File: config.mk
export PLATFORM = sky130hd
export DESIGN_NAME = upcr_regs
export DESIGN_NICKNAME = d
export VERILOG_FILES = /design/src/shared/upcr_pkg.sv /design/src/upcr_regs.sv
export SDC_FILE = /design/constraint.sdc
export NUM_CORES = 1
export LEC_CHECK = 0
export BUFFER_PORTS_ARGS = -buffer_cell sky130_fd_sc_hd__buf_2
export CORE_UTILIZATION = 33
export DETAILED_ROUTE_END_ITERATION = 10
export SLEW_MARGIN = 15
export SYNTH_ARGS = -nofsm -noshare
export SYNTH_HDL_FRONTEND = slang
export SYNTH_SLANG_ARGS = --single-unit
File: constraint.sdc
create_clock -name clk -period 3.29 [get_ports clk]
set_clock_uncertainty 0.15 [all_clocks]
set_input_delay 0.329 -clock clk [delete_from_list [all_inputs] [get_ports clk]]
set_output_delay 0.329 -clock clk [all_outputs]
set_load 0.05 [all_outputs]
File: src/shared/upcr_pkg.sv
// Purpose: constants shared by the transceiver control register bank
// Assumes: 8-bit registers, 6-bit immediate register addresses, 125 MHz clock
// Notes: offsets, field positions, reset values and timing counts live only here

package upcr_pkg;

    // ****************************************************************
    // register addresses: read at base..base+2, write base, set +1, clear +2
    // ****************************************************************
    localparam logic [5:0] ADDR_PRODUCT_IDENT_HIGH = 6'h03;
    localparam logic [5:0] ADDR_FN_WRITE = 6'h04;
    localparam logic [5:0] ADDR_FN_SET = 6'h05;
    localparam logic [5:0] ADDR_FN_CLEAR = 6'h06;
    localparam logic [5:0] ADDR_IF_WRITE = 6'h07;
    localparam logic [5:0] ADDR_IF_SET = 6'h08;
    localparam logic [5:0] ADDR_IF_CLEAR = 6'h09;
    localparam logic [5:0] ADDR_OTG_WRITE = 6'h0a;
    localparam logic [5:0] ADDR_OTG_SET = 6'h0b;
    localparam logic [5:0] ADDR_OTG_CLEAR = 6'h0c;

    // ****************************************************************
    // reset values and writable masks
    // ****************************************************************
    localparam logic [7:0] FN_RESET = 8'h41;
    localparam logic [7:0] FN_WRITABLE = 8'h7f;
    localparam logic [7:0] IF_RESET = 8'h00;
    localparam logic [7:0] OTG_RESET = 8'h06;

    // ****************************************************************
    // field positions, transceiver function register
    // ****************************************************************
    localparam int FN_SPEED_LSB = 0;
    localparam int FN_TERM = 2;
    localparam int FN_ENC_LSB = 3;
    localparam int FN_XCVR_RESET = 5;
    localparam int FN_LOW_POWER_N = 6;

    // interface mode register
    localparam int IF_SERIAL_SIX = 0;
    localparam int IF_SERIAL_THREE = 1;
    localparam int IF_CAR_ADAPTER = 2;
    localparam int IF_CLOCK_KEEP = 3;
    localparam int IF_RESUME_AUTO = 4;
    localparam int IF_IND_INVERT = 5;
    localparam int IF_IND_BYPASS = 6;
    localparam int IF_STP_PULLUP_DIS = 7;

    // otg line register
    localparam int OTG_ID_PULLUP = 0;
    localparam int OTG_DP_PULLDOWN = 1;
    localparam int OTG_DM_PULLDOWN = 2;
    localparam int OTG_VBUS_DISCHARGE = 3;
    localparam int OTG_VBUS_CHARGE = 4;
    localparam int OTG_DRIVE_INTERNAL = 5;
    localparam int OTG_DRIVE_ALT = 6;
    localparam int OTG_IND_EXTERNAL = 7;

    // ****************************************************************
    // speed and encoding codes
    // ****************************************************************
    localparam logic [1:0] SPEED_HIGH = 2'h0;
    localparam logic [1:0] SPEED_FULL = 2'h1;
    localparam logic [1:0] SPEED_LOW = 2'h2;
    localparam logic [1:0] SPEED_FULL_PREAMBLE = 2'h3;
    localparam logic [1:0] ENC_NORMAL = 2'h0;
    localparam logic [1:0] ENC_NON_DRIVING = 2'h1;
    localparam logic [1:0] ENC_RAW = 2'h2;

    // ****************************************************************
    // timing
    // ****************************************************************
    localparam int CLK_PERIOD_NS = 8;
    localparam int XCVR_RESET_NS = 80;
    localparam int XCVR_RESET_CYCLES = (XCVR_RESET_NS + CLK_PERIOD_NS - 1) / CLK_PERIOD_NS;

    // write operation decoded from the address
    typedef enum logic [1:0] {
        UPCR_OP_NONE = 2'h0,
        UPCR_OP_WRITE = 2'h1,
        UPCR_OP_SET = 2'h2,
        UPCR_OP_CLEAR = 2'h3
    } upcr_op_t;

    // sequencer states, gray along run -> reset and run -> low power
    typedef enum logic [1:0] {
        UPCR_RUN = 2'h0,
        UPCR_XCVR_RESET = 2'h1,
        UPCR_LOW_POWER = 2'h2
    } upcr_state_t;

endpackage : upcr_pkg

File: src/upcr_regs.sv
// Purpose: transceiver, interface mode and otg_line_ctl registers with line controls
// Assumes: register strobes and hardware events come from logic on clk; the
//          vbus comparator and external indicator are asynchronous pins
// Notes: reads answer one cycle after the read strobe

`timescale 1ns/1ps

module upcr_regs
    import upcr_pkg::*;
#(
    parameter logic [7:0] PRODUCT_IDENT_HIGH = 8'h5a, // arbitrary value
    parameter int RESET_CYCLES = XCVR_RESET_CYCLES
) (
    input wire logic clk,
    input wire logic nrst,
    input wire logic [5:0] reg_addr,
    input wire logic reg_wr,
    input wire logic reg_rd,
    input wire logic [7:0] reg_wdata,
    output logic [7:0] reg_rdata,
    output logic reg_rvalid,
    input wire logic low_power_exit,
    input wire logic serial_mode_exit,
    input wire logic car_mode_exit,
    input wire logic host_mode,
    input wire logic vbus_comp_in,
    input wire logic ext_vbus_indicator_in,
    output logic [1:0] transceiver_speed_select,
    output logic termination_select,
    output logic [1:0] encoding_operation,
    output logic xcvr_reset,
    output logic low_power_request_n,
    output logic low_power_active,
    output logic hs_termination_en,
    output logic dplus_pullup_en,
    output logic dminus_pullup_en,
    output logic line_drive_en,
    output logic serial_six_pin_sel,
    output logic serial_three_pin_sel,
    output logic car_adapter_sel,
    output logic link_clock_run,
    output logic resume_auto_en,
    output logic vbus_valid,
    output logic stp_pullup_en,
    output logic id_pin_pullup,
    output logic dplus_pulldown,
    output logic dminus_pulldown,
    output logic vbus_discharge,
    output logic vbus_charge,
    output logic charge_pump_enable
);

    // ****************************************************************
    // helpers
    // ****************************************************************

    // which of the three addresses of a register was hit
    function automatic upcr_op_t decode_op(input logic [5:0] addr, input logic [5:0] base);
        upcr_op_t op;
        op = UPCR_OP_NONE;
        if (addr == base) begin
            op = UPCR_OP_WRITE;
        end else if (addr == 6'(base + 6'h01)) begin
            op = UPCR_OP_SET;
        end else if (addr == 6'(base + 6'h02)) begin
            op = UPCR_OP_CLEAR;
        end
        return op;
    endfunction : decode_op

    // apply a plain write, set or clear to a register value
    function automatic logic [7:0] apply_op(input logic [7:0] old, input logic [7:0] data,
                                            input upcr_op_t op);
        logic [7:0] val;
        val = old;
        case (op)
            UPCR_OP_WRITE: val = data;
            UPCR_OP_SET: val = old | data;
            UPCR_OP_CLEAR: val = old & ~data;
            default: val = old;
        endcase
        return val;
    endfunction : apply_op

    // does this access leave the given bit at one
    function automatic logic writes_one(input logic [7:0] data, input upcr_op_t op,
                                        input int pos);
        return (op == UPCR_OP_WRITE || op == UPCR_OP_SET) && data[pos];
    endfunction : writes_one

    // ****************************************************************
    // state
    // ****************************************************************

    typedef struct packed {
        logic [7:0] fn_ctl;
        logic [7:0] if_ctl;
        logic [7:0] otg_ctl;
        upcr_state_t state;
        logic [7:0] rst_cnt;
        logic [7:0] rdata;
        logic rvalid;
        logic [2:0] comp_sync;
        logic [2:0] ext_sync;
        logic comp_f;
        logic ext_f;
    } upcr_regs_t;

    upcr_regs_t s;
    upcr_regs_t next_s;
    upcr_op_t fn_op;
    upcr_op_t if_op;
    upcr_op_t otg_op;

    // decode is only live while a write strobe stands
    assign fn_op = reg_wr ? decode_op(reg_addr, ADDR_FN_WRITE) : UPCR_OP_NONE;
    assign if_op = reg_wr ? decode_op(reg_addr, ADDR_IF_WRITE) : UPCR_OP_NONE;
    assign otg_op = reg_wr ? decode_op(reg_addr, ADDR_OTG_WRITE) : UPCR_OP_NONE;

    // ****************************************************************
    // next state
    // ****************************************************************

    // software access first, then hardware events, then the sequencer
    always_comb begin
        next_s = s;
        // read path; unmapped addresses answer zero
        next_s.rvalid = reg_rd;
        if (reg_rd) begin
            if (reg_addr == ADDR_PRODUCT_IDENT_HIGH) begin
                next_s.rdata = PRODUCT_IDENT_HIGH;
            end else if (reg_addr >= ADDR_FN_WRITE && reg_addr <= ADDR_FN_CLEAR) begin
                next_s.rdata = s.fn_ctl;
            end else if (reg_addr >= ADDR_IF_WRITE && reg_addr <= ADDR_IF_CLEAR) begin
                next_s.rdata = s.if_ctl;
            end else if (reg_addr >= ADDR_OTG_WRITE && reg_addr <= ADDR_OTG_CLEAR) begin
                next_s.rdata = s.otg_ctl;
            end else begin
                next_s.rdata = 8'h00;
            end
        end
        // writes; the top function bit is never stored
        next_s.fn_ctl = apply_op(s.fn_ctl, reg_wdata, fn_op) & FN_WRITABLE;
        next_s.if_ctl = apply_op(s.if_ctl, reg_wdata, if_op);
        next_s.otg_ctl = apply_op(s.otg_ctl, reg_wdata, otg_op);
        // mode ends clear their select bits unless software sets them in the same cycle
        if (serial_mode_exit && !writes_one(reg_wdata, if_op, IF_SERIAL_SIX)) begin
            next_s.if_ctl[IF_SERIAL_SIX] = 1'b0;
        end
        if (serial_mode_exit && !writes_one(reg_wdata, if_op, IF_SERIAL_THREE)) begin
            next_s.if_ctl[IF_SERIAL_THREE] = 1'b0;
        end
        if (car_mode_exit && !writes_one(reg_wdata, if_op, IF_CAR_ADAPTER)) begin
            next_s.if_ctl[IF_CAR_ADAPTER] = 1'b0;
        end
        // pin synchronisers: a change counts once stages two and three agree
        next_s.comp_sync = {s.comp_sync[1:0], vbus_comp_in};
        next_s.ext_sync = {s.ext_sync[1:0], ext_vbus_indicator_in};
        if (s.comp_sync[1] == s.comp_sync[2]) begin
            next_s.comp_f = s.comp_sync[2];
        end
        if (s.ext_sync[1] == s.ext_sync[2]) begin
            next_s.ext_f = s.ext_sync[2];
        end
        // sequencer for transceiver reset and low power
        case (s.state)
            UPCR_RUN: begin
                if (next_s.fn_ctl[FN_XCVR_RESET]) begin
                    next_s.state = UPCR_XCVR_RESET;
                    next_s.rst_cnt = 8'(RESET_CYCLES);
                end else if (!next_s.fn_ctl[FN_LOW_POWER_N]) begin
                    next_s.state = UPCR_LOW_POWER;
                end
            end
            UPCR_XCVR_RESET: begin
                // a fresh write of one restarts the reset; a write that clears the bit ends it early
                if (writes_one(reg_wdata, fn_op, FN_XCVR_RESET)) begin
                    next_s.rst_cnt = 8'(RESET_CYCLES);
                end else if (s.rst_cnt <= 8'h01) begin
                    next_s.fn_ctl[FN_XCVR_RESET] = 1'b0;
                    next_s.state = UPCR_RUN;
                end else begin
                    next_s.rst_cnt = s.rst_cnt - 8'h01;
                    if (!next_s.fn_ctl[FN_XCVR_RESET]) begin
                        next_s.state = UPCR_RUN;
                    end
                end
            end
            UPCR_LOW_POWER: begin
                // hardware set wins over a clear in the same cycle
                if (low_power_exit || next_s.fn_ctl[FN_LOW_POWER_N]) begin
                    next_s.fn_ctl[FN_LOW_POWER_N] = 1'b1;
                    next_s.state = UPCR_RUN;
                end
            end
            default: begin
                next_s.state = UPCR_RUN;
            end
        endcase
    end

    // ****************************************************************
    // registers
    // ****************************************************************

    // every field takes a constant under reset
    always_ff @(posedge clk or negedge nrst) begin
        if (!nrst) begin
            s.fn_ctl <= FN_RESET;
            s.if_ctl <= IF_RESET;
            s.otg_ctl <= OTG_RESET;
            s.state <= UPCR_RUN;
            s.rst_cnt <= 8'h00;
            s.rdata <= 8'h00;
            s.rvalid <= 1'b0;
            s.comp_sync <= 3'h0;
            s.ext_sync <= 3'h0;
            s.comp_f <= 1'b0;
            s.ext_f <= 1'b0;
        end else begin
            s <= next_s;
        end
    end

    // ****************************************************************
    // outputs
    // ****************************************************************

    logic host_pulldowns;
    logic ind_level;
    logic alt_mode;

    // register fields to the analog controls; stp_pullup_en is inverted, low_power_active comes from the sequencer state
    assign reg_rdata = s.rdata;
    assign reg_rvalid = s.rvalid;
    assign transceiver_speed_select = s.fn_ctl[FN_SPEED_LSB +: 2];
    assign termination_select = s.fn_ctl[FN_TERM];
    assign encoding_operation = s.fn_ctl[FN_ENC_LSB +: 2];
    assign xcvr_reset = s.fn_ctl[FN_XCVR_RESET];
    assign low_power_request_n = s.fn_ctl[FN_LOW_POWER_N];
    assign low_power_active = (s.state == UPCR_LOW_POWER);
    assign serial_six_pin_sel = s.if_ctl[IF_SERIAL_SIX];
    assign serial_three_pin_sel = s.if_ctl[IF_SERIAL_THREE];
    assign car_adapter_sel = s.if_ctl[IF_CAR_ADAPTER];
    assign stp_pullup_en = !s.if_ctl[IF_STP_PULLUP_DIS];
    assign id_pin_pullup = s.otg_ctl[OTG_ID_PULLUP];
    assign dplus_pulldown = s.otg_ctl[OTG_DP_PULLDOWN];
    assign dminus_pulldown = s.otg_ctl[OTG_DM_PULLDOWN];
    assign vbus_discharge = s.otg_ctl[OTG_VBUS_DISCHARGE];
    assign vbus_charge = s.otg_ctl[OTG_VBUS_CHARGE];
    assign charge_pump_enable = s.otg_ctl[OTG_DRIVE_INTERNAL] | s.otg_ctl[OTG_DRIVE_ALT];

    // termination: both pull-downs mean a host port, which never pulls up
    assign host_pulldowns = dplus_pulldown && dminus_pulldown;
    assign hs_termination_en = (transceiver_speed_select == SPEED_HIGH) && !termination_select
                               && (encoding_operation != ENC_NON_DRIVING);
    assign dplus_pullup_en = termination_select && !host_pulldowns
                             && (transceiver_speed_select != SPEED_LOW);
    assign dminus_pullup_en = termination_select && !host_pulldowns
                              && (transceiver_speed_select == SPEED_LOW);
    // reserved encoding 11b is treated as non-driving for line drive only; hs termination still follows speed and termination select
    assign line_drive_en = (encoding_operation == ENC_NORMAL)
                           || (encoding_operation == ENC_RAW);

    // link clock stops in the alternate modes unless kept alive, and in low power
    assign alt_mode = serial_six_pin_sel || serial_three_pin_sel || car_adapter_sel;
    assign link_clock_run = !low_power_active
                            && (!alt_mode || s.if_ctl[IF_CLOCK_KEEP]);
    assign resume_auto_en = s.if_ctl[IF_RESUME_AUTO] && host_mode;

    // vbus valid source selection
    assign ind_level = s.ext_f ^ s.if_ctl[IF_IND_INVERT];
    assign vbus_valid = !s.otg_ctl[OTG_IND_EXTERNAL] ? s.comp_f :
                        (s.if_ctl[IF_IND_BYPASS] ? ind_level : (ind_level && s.comp_f));
endmodule : upcr_regs

==> results of run 1 <==
-- worst max-delay path, stage by stage (launching register included) --
cell	delay, ns
dfrtp_1	0.46
or4_4	0.58
o41ai_4	0.35
nand3_2	0.19
mux2_4	0.33
-- power by group --
group / switching, mW / total, mW / internal, mW
Combinational: 0.504 / 0.738 / 0.234
Clock: 0.233 / 0.392 / 0.160
Sequential: 0.123 / 0.850 / 0.726
-- cell usage after synthesis, types with 2 or more instances --
master / n
dfrtp_1: 46
a21oi_1: 25
inv_1: 22
o21ai_0: 18
a22o_1: 15
buf_4: 14
nor2_1: 12
nand2_1: 11
xnor2_1: 10
nor3_1: 9
a22oi_1: 8
o22ai_1: 7
a21boi_0: 5
ha_1: 5
a221o_1: 4
dfstp_2: 4
nand3_1: 4
nor2b_1: 4
a21o_1: 3
clkbuf_1: 3
nand2b_1: 3
a222oi_1: 2
and4b_1: 2
maj3_1: 2
nor3b_1: 2
nor4_1: 2
o21a_1: 2
-- state kept, by name, indices dropped and copies added, names as in the netlist, 2 cells and up --
signal / cells
next_s: 4
reg_rdata: 8
encoding_operation: 2
s: 22
transceiver_speed_select: 2
-- logic make-up (layout without fill, tap and decap cells) --
| kind of cell | after synthesis | count (layout) | synth area share |
|---|---|---|---|
| buffers and inverters | 40 | 93 | 0.0720 |
| flip-flops | 50 | 50 | 0.444 |
| adder cells (fa/ha/maj) | 7 | 7 | 0.0292 |
| AND/OR/NAND/NOR | 68 | 68 | 0.149 |
| AO/OA/AOI/OAI | 101 | 101 | 0.262 |
| multiplexers | 2 | 2 | 0.00928 |
| XOR/XNOR | 11 | 11 | 0.0340 |
-- cell usage in the layout, fill, tap and decap left out, types with 5 or more instances in the layout --
master    Yosys  final
clkbuf_8      0      5
a22o_1       15     15
a21boi_0      5      5
a21oi_1      25     25
a22oi_1       8      8
o21ai_0      18     18
buf_2         1     57
inv_1        22     22
nand2_1      11     11
xnor2_1      10     10
dfrtp_1      46     46
ha_1          5      5
nor3_1        9      9
nor2_1       12     12
o22ai_1       7      7
-- metal layers --
layer  GRT usage  vias to the layer above  routed length [um]
li1            -                     1141                   -
met1       0.239                     1168                3330
met2       0.295                       72                3570
met3      0.0298                        8                 410
met4      0.0404                        0                  72
met5           0                        -                   0
-- through the flow --
stage	instances	cell area, um2	power [mW]	setup WS [ns]	hold slack, ns
floorplan	279	2830	1.41	0.851	-0.117
global placement	426	3150	1.58	0.960	0.184
detailed placement	426	3150	1.60	0.907	0.187
CTS	437	3280	2.00	1.11	0.0762
global route	437	3280	2.09	0.995	0.0767
finish	437	3280	1.98	1.12	0.0816
-- worst paths after layout --
| check | from | endpoint | slack, ns | cells past startpoint |
|---|---|---|---|---|
| worst max-delay path | s[22]$_DFFE_PN0P_ | s[18]$_DFFE_PN0P_ | 1.12 | 4 |
| min in group asynchronous | nrst | s[22]$_DFFE_PN0P_ | 0.46 | 2 |
| worst min-delay path | serial_mode_exit | serial_six_pin_sel$_DFFE_PN0P_ | 0.08 | 2 |
| worst max register to register | s[22]$_DFFE_PN0P_ | s[18]$_DFFE_PN0P_ | 1.12 | 4 |
| max in group asynchronous | nrst | transceiver_speed_select[0]$_DFFE_PN1P_ | 1.75 | 3 |
| worst min register to register | next_s[6]$_DFF_PN0_ | next_s[7]$_DFF_PN0_ | 0.21 | 0 |
-- final cells by class --
type | count | area, um2 | share of cell area
Tap cell | 105 | 131 | 0.0401
Clock buffer | 5 | 68.8 | 0.0210
Sequential cell | 50 | 1260 | 0.383
Timing Repair Buffer | 63 | 338 | 0.103
Multi-Input combinational cell | 189 | 1370 | 0.418
Clock inverter | 3 | 28.8 | 0.00878
Inverter | 22 | 82.6 | 0.0252
-- repair_timing --
action                                 4_1_cts  5_1_grt
setup buffers                                0        0
hold buffers                                 3        0
endpoints found under the hold margin       35        0
==> qor.json, run 1 <==
{
  "grt_start_max_net_pins": {"value": 35},
  "drt_pre_antenna_iters": {"value": 4},
  "measured_slew_at_the_worst_slew_check_pin": {"value": 0.737, "unit": "ns"},
  "post_synth_instance_area": {"value": 2830, "unit": "um2"},
  "synth_top_cell_area_share": {"value": 0.407},
  "netlist_instances": {"value": 279},
  "cp.required": {"value": 3.34, "unit": "ns"},
  "clock_sink_count": {"value": 50},
  "cts_root_buf": {"value": "clkbuf_8"},
  "route.final.wire_length": {"value": 7.38, "unit": "mm"},
  "antenna_found_initial": {"value": 0},
  "final_hold_viol_count": {"value": 0},
  "antenna_cells": {"value": 0},
  "synth.yosys.seq_area_share": {"value": 0.444},
  "die_area": {"value": 8950, "unit": "um2"},
  "viasPerCell": {"value": 5.47},
  "floorplan.initialDensity": {"value": 0.343},
  "die_x": {"value": 94.6, "unit": "um"},
  "number_of_flops_mapped_to_enable_cells_by_yosys": {"value": 0},
  "port-buffer-count": {"value": 57},
  "critPathLaunchType": {"value": "flip-flop"},
  "die_h": {"value": 94.6, "unit": "um"},
  "route.detailed.drc": {"value": 0},
  "postSynthRegisterBits": {"value": 50},
  "dr_total_vias": {"value": 2389},
  "cts_inserted_buffers": {"value": 5},
  "setup_violations": {"value": 0},
  "first_global_vias": {"value": 2271},
  "ys_top_cells_by_area": {"value": "dfrtp_1 41%, a22o_1 4.6%, a21oi_1 4.4%"},
  "netlist.top_cell.by_area": {"value": "dfrtp_1"},
  "yosys.cell_types.count": {"value": 62},
  "placement_rows": {"value": 33},
  "yosys_most_used_dff": {"value": "dfrtp_1"},
  "ys_warn_count": {"value": 0},
  "num-fill-cells": {"value": 858},
  "worstPathMaxFanout": {"value": 7},
  "achievable_clock_frequency": {"value": 0.460, "unit": "GHz"},
  "route.antenna.remaining_nets": {"value": 0},
  "core": {"value": 8260, "unit": "um2"},
  "drt_iter0_markers": {"value": 132},
  "hp-class": {"value": "input pin to flip-flop"},
  "grt_first_pass_wirelength": {"value": 12.0, "unit": "mm"},
  "routed_wire_length_per_instance": {"value": 16.9, "unit": "um"},
  "cp.arrival": {"value": 2.22, "unit": "ns"},
  "synthesis.nets": {"value": 308},
  "dp_hpwl": {"value": 5.69, "unit": "mm"},
  "p_leak": {"value": 1.47, "unit": "nW"},
  "worstSetupEndpointType": {"value": "flip-flop"},
  "fin_crit_sh": {"value": 0.661},
  "gp_congestion": {"value": 0.842},
  "grt_setup_unrepaired": {"value": "false"},
  "setup.worst_path.class": {"value": "flip-flop to flip-flop"},
  "cts.repair.resized": {"value": 0},
  "fin_util": {"value": 0.397},
  "run_status": {"value": "completed"},
  "maxCapViolCount": {"value": 0},
  "nets": {"value": 360},
  "cts_tree": {"value": "done"},
  "overflow_left_after_global_routing": {"value": 0},
  "worstSkewPairLatency": {"value": 0.31, "unit": "ns"},
  "syn_avg_cell_area": {"value": 10.1, "unit": "um2"},
  "timing_max_transition_violations_final": {"value": 0},
  "vdd_drop_max": {"value": 0.237, "unit": "mV"},
  "cts.htree.levels": {"value": 2},
  "area_growth": {"value": 15.7, "unit": "%"},
  "time_the_worst_path_needs_with_i_o_delays_and_setup": {"value": 2.17, "unit": "ns"},
  "io_pins": {"value": 58},
  "power.density_cell_area": {"value": 604, "unit": "nW/um2"},
  "synth-async-reset-ratio": {"value": 1.00},
  "global_route.usage.total": {"value": 0.177},
  "final_layout_size_suffix_gt1_frac": {"value": 0.259},
  "clock_path_buffers": {"value": 2},
  "slew_headroom": {"value": 0.508},
  "tns": {"value": 0, "unit": "ns"},
  "worst_setup_hold_path_clk_slew": {"value": 0.10, "unit": "ns"}
}
(Power assumes the default switching activity.)
==> inputs of run 2 (changes only) <==
==> constraint.sdc (replaced) <==
create_clock -name clk -period 1.85 [get_ports clk]
set_clock_uncertainty 0.15 [all_clocks]
set_input_delay 0.185 -clock clk [delete_from_list [all_inputs] [get_ports clk]]
set_output_delay 0.185 -clock clk [all_outputs]
set_load 0.05 [all_outputs]
==> qor.json, run 2 (synthesis results as in run 1) <==
{
  "run_status": {"value": "finished, violations left"},
  "failing_checks": {"value": "setup timing"},
  "timing_max_transition_violations_final": {"value": 0, "change": "unchanged"},
  "fin_util": {"value": 0.446, "change": "+0.0489"},
  "startpoint": {"value": "s[21]$_DFFE_PN0P_"},
  "cp.arrival": {"value": 2.07, "unit": "ns", "change": "-0.15 ns"},
  "share_seq_of_total_power": {"value": 0.388, "change": "-0.041"},
  "slew_headroom": {"value": 0.552, "change": "+0.0434"},
  "num-fill-cells": {"value": 825, "change": "-3.8%"},
  "gp_congestion": {"value": 0.895, "change": "+6.3%"},
  "port-buffer-count": {"value": 57, "change": "unchanged"},
  "power_frac_clock": {"value": 0.213, "change": "+0.015"},
  "overflow_left_after_global_routing": {"value": 0, "change": "unchanged"},
  "cp.required": {"value": 1.90, "unit": "ns", "change": "-1.44 ns"},
  "grt_first_pass_wirelength": {"value": 12.2, "unit": "mm", "change": "+2.2%"},
  "core": {"value": 8260, "unit": "um2", "change": "unchanged"},
  "measured_slew_at_the_worst_slew_check_pin": {"value": 0.672, "unit": "ns", "change": "-0.0652 ns"},
  "drt_iter0_markers": {"value": 134, "change": "+1.5%"},
  "die_area": {"value": 8950, "unit": "um2", "change": "unchanged"},
  "cts_tree": {"value": "done"},
  "crit-reg2reg-launch": {"value": "s[21]$_DFFE_PN0P_"},
  "setup.worst_path.class": {"value": "flip-flop to flip-flop"},
  "first_global_vias": {"value": 2366, "change": "+4.2%"},
  "grt_start_max_net_pins": {"value": 25, "change": "-29%"},
  "fin_crit_sh": {"value": 1.09, "change": "+0.433"},
  "tns": {"value": -0.873, "unit": "ns", "change": "-0.873 ns"},
  "worstSetupEndpointType": {"value": "flip-flop"},
  "maxCapViolCount": {"value": 0, "change": "unchanged"},
  "route.antenna.remaining_nets": {"value": 0, "change": "unchanged"},
  "share_comb_of_total_power": {"value": 0.400, "change": "+0.027"},
  "viasPerCell": {"value": 5.23, "change": "-4.4%"},
  "dr_total_vias": {"value": 2503, "change": "+4.8%"},
  "antenna_cells": {"value": 0, "change": "unchanged"},
  "worstPathMaxFanout": {"value": 3, "change": "-4"},
  "globalRouteMet3Util": {"value": 0.0354, "change": "+0.00564"},
  "clock_path_buffers": {"value": 2, "change": "unchanged"},
  "switch_share": {"value": 0.409, "change": "-0.0257"},
  "routed_wire_length_per_instance": {"value": 16.3, "unit": "um", "change": "-3.7%"},
  "final_layout_size_suffix_gt1_frac": {"value": 0.353, "change": "+0.0939"},
  "power.net_switching": {"value": 1.56, "unit": "mW", "change": "+82%"},
  "nets": {"value": 402, "change": "+12%"},
  "power.density_cell_area": {"value": 1040, "unit": "nW/um2", "change": "+72%"},
  "drt_pre_antenna_iters": {"value": 4, "change": "unchanged"},
  "achievable_clock_frequency": {"value": 0.494, "unit": "GHz", "change": "+7.5%"},
  "top_register": {"value": "s"},
  "dp_hpwl": {"value": 5.88, "unit": "mm", "change": "+3.4%"},
  "final_common_cell": {"value": "buf_2"},
  "time_the_worst_path_needs_with_i_o_delays_and_setup": {"value": 2.02, "unit": "ns", "change": "-0.151 ns"},
  "hp-start": {"value": "reg_wdata[2]"},
  "clock_sink_count": {"value": 50, "change": "unchanged"},
  "floorplan.initialDensity": {"value": 0.343, "change": "unchanged"},
  "die_x": {"value": 94.6, "unit": "um", "change": "unchanged"},
  "antenna_found_initial": {"value": 0, "change": "unchanged"},
  "route.detailed.drc": {"value": 0, "change": "unchanged"},
  "worstSkewPairLatency": {"value": 0.31, "unit": "ns", "change": "about the same"},
  "grt_util_met2": {"value": 0.307, "change": "+0.0120"},
  "grt.busiest_layer": {"value": "met2"},
  "final_hold_viol_count": {"value": 0, "change": "unchanged"},
  "setup_violations": {"value": 9, "change": "+9"},
  "io_pins": {"value": 58, "change": "unchanged"},
  "instance_area_at_placement": {"value": 3450, "unit": "um2", "change": "+9.5%"},
  "cts_root_buf": {"value": "clkbuf_8"},
  "critPathLaunchType": {"value": "flip-flop"},
  "worst_setup_hold_path_clk_slew": {"value": 0.10, "unit": "ns", "change": "about the same"},
  "route.final.wire_length": {"value": 7.79, "unit": "mm", "change": "+5.5%"},
  "cts_inserted_buffers": {"value": 5, "change": "unchanged"},
  "grt_setup_unrepaired": {"value": "true"},
  "cts.htree.levels": {"value": 2, "change": "unchanged"},
  "hold_depth": {"value": 3, "change": "+1"},
  "area_growth": {"value": 30.0, "unit": "%"},
  "final_cell_mix": {"value": "56 x buf_2, 45 x dfrtp_1, 39 x buf_4, 22 x inv_1, 22 x a21oi_1"},
  "global_route.usage.total": {"value": 0.181, "change": "+0.00420"},
  "p_leak": {"value": 1.69, "unit": "nW", "change": "+15%"},
  "placed_cells_incl_taps": {"value": 462, "change": "+8.5%"},
  "power_report.internal_total": {"value": 2.26, "unit": "mW", "change": "+100%"},
  "layoutNonFillerInstCount": {"value": 479, "change": "+9.6%"},
  "finalInstanceArea": {"value": 3680, "unit": "um2", "change": "+12%"},
  "largest_register_ffs": {"value": 22, "change": "unchanged"},
  "vdd_drop_max": {"value": 0.389, "unit": "mV", "change": "+64%"},
  "hp-class": {"value": "input pin to flip-flop"},
  "timing.hold.ws": {"value": 0.0464, "unit": "ns", "change": "-0.0353 ns"},
  "ff2ff_path_depth": {"value": 4, "change": "unchanged"},
  "setup_slack": {"value": -0.173, "unit": "ns", "change": "-1.29 ns"},
  "die_h": {"value": 94.6, "unit": "um", "change": "unchanged"},
  "placement_rows": {"value": 33, "change": "unchanged"},
  "met1_usage": {"value": 0.239, "change": "-0.000460"}
}
run 2: layout make-up:
class                      count  area [um2]  area share
clock buffer                   5        68.8      0.0187
timing repair buffer         105         684       0.186
clock inverter                 3        48.8      0.0133
multi-input combinational    189        1410       0.382
sequential                    50        1260       0.342
tap                          105         131      0.0357
inverter                      22        82.6      0.0224
run 2: stage by stage:
step                setup WS [ns]  power, mW
finish                     -0.173       3.82
CTS                        -0.147       3.81
detailed placement         -0.150       2.98
floorplan                  -0.103       2.53
global route               -0.198       4.02
global placement           -0.113       2.95
run 2: timing repair:
action,4_1_cts,5_1_grt
hold buffers,8,0
setup buffers,0,2
resized for setup,1,8
pin swaps,0,4
endpoints found under the setup margin,8,10
hold endpoints to repair,23,0
gates cloned,0,0
run 2: power by group through the flow:
stage | Combinational [mW] | Sequential (mW) | Clock (mW)
finish | 1.53 | 1.48 | 0.813
global route | 1.64 | 1.51 | 0.875
CTS | 1.50 | 1.48 | 0.833
detailed placement | 1.48 | 1.50 | 0
global placement | 1.46 | 1.49 | 0
floorplan | 0.922 | 1.61 | 0
run 2: per-layer routing:
metal,up-vias,part of all wire
li1,1214,-
met1,1225,0.47
met2,58,0.48
met3,6,0.042
met4,0,0.0087
met5,-,0
run 2: worst paths after layout:
kind | to | slack (ns)
min | car_adapter_sel$_DFFE_PN0P_ | 0.05
max in group asynchronous | dplus_pulldown$_DFFE_PN1P_ | 0.76
min in group asynchronous | s[18]$_DFFE_PN0P_ | 0.19
max | s[21]$_DFFE_PN0P_ | -0.17
min reg2reg | next_s[4]$_DFF_PN0_ | 0.21
max reg2reg | s[21]$_DFFE_PN0P_ | -0.17
run 2: critical path, stage by stage, from the launching register on:
cell     delay [ns]
dfrtp_1        0.39
or4_4          0.58
nor4_4         0.29
and4b_1        0.25
a221o_1        0.26
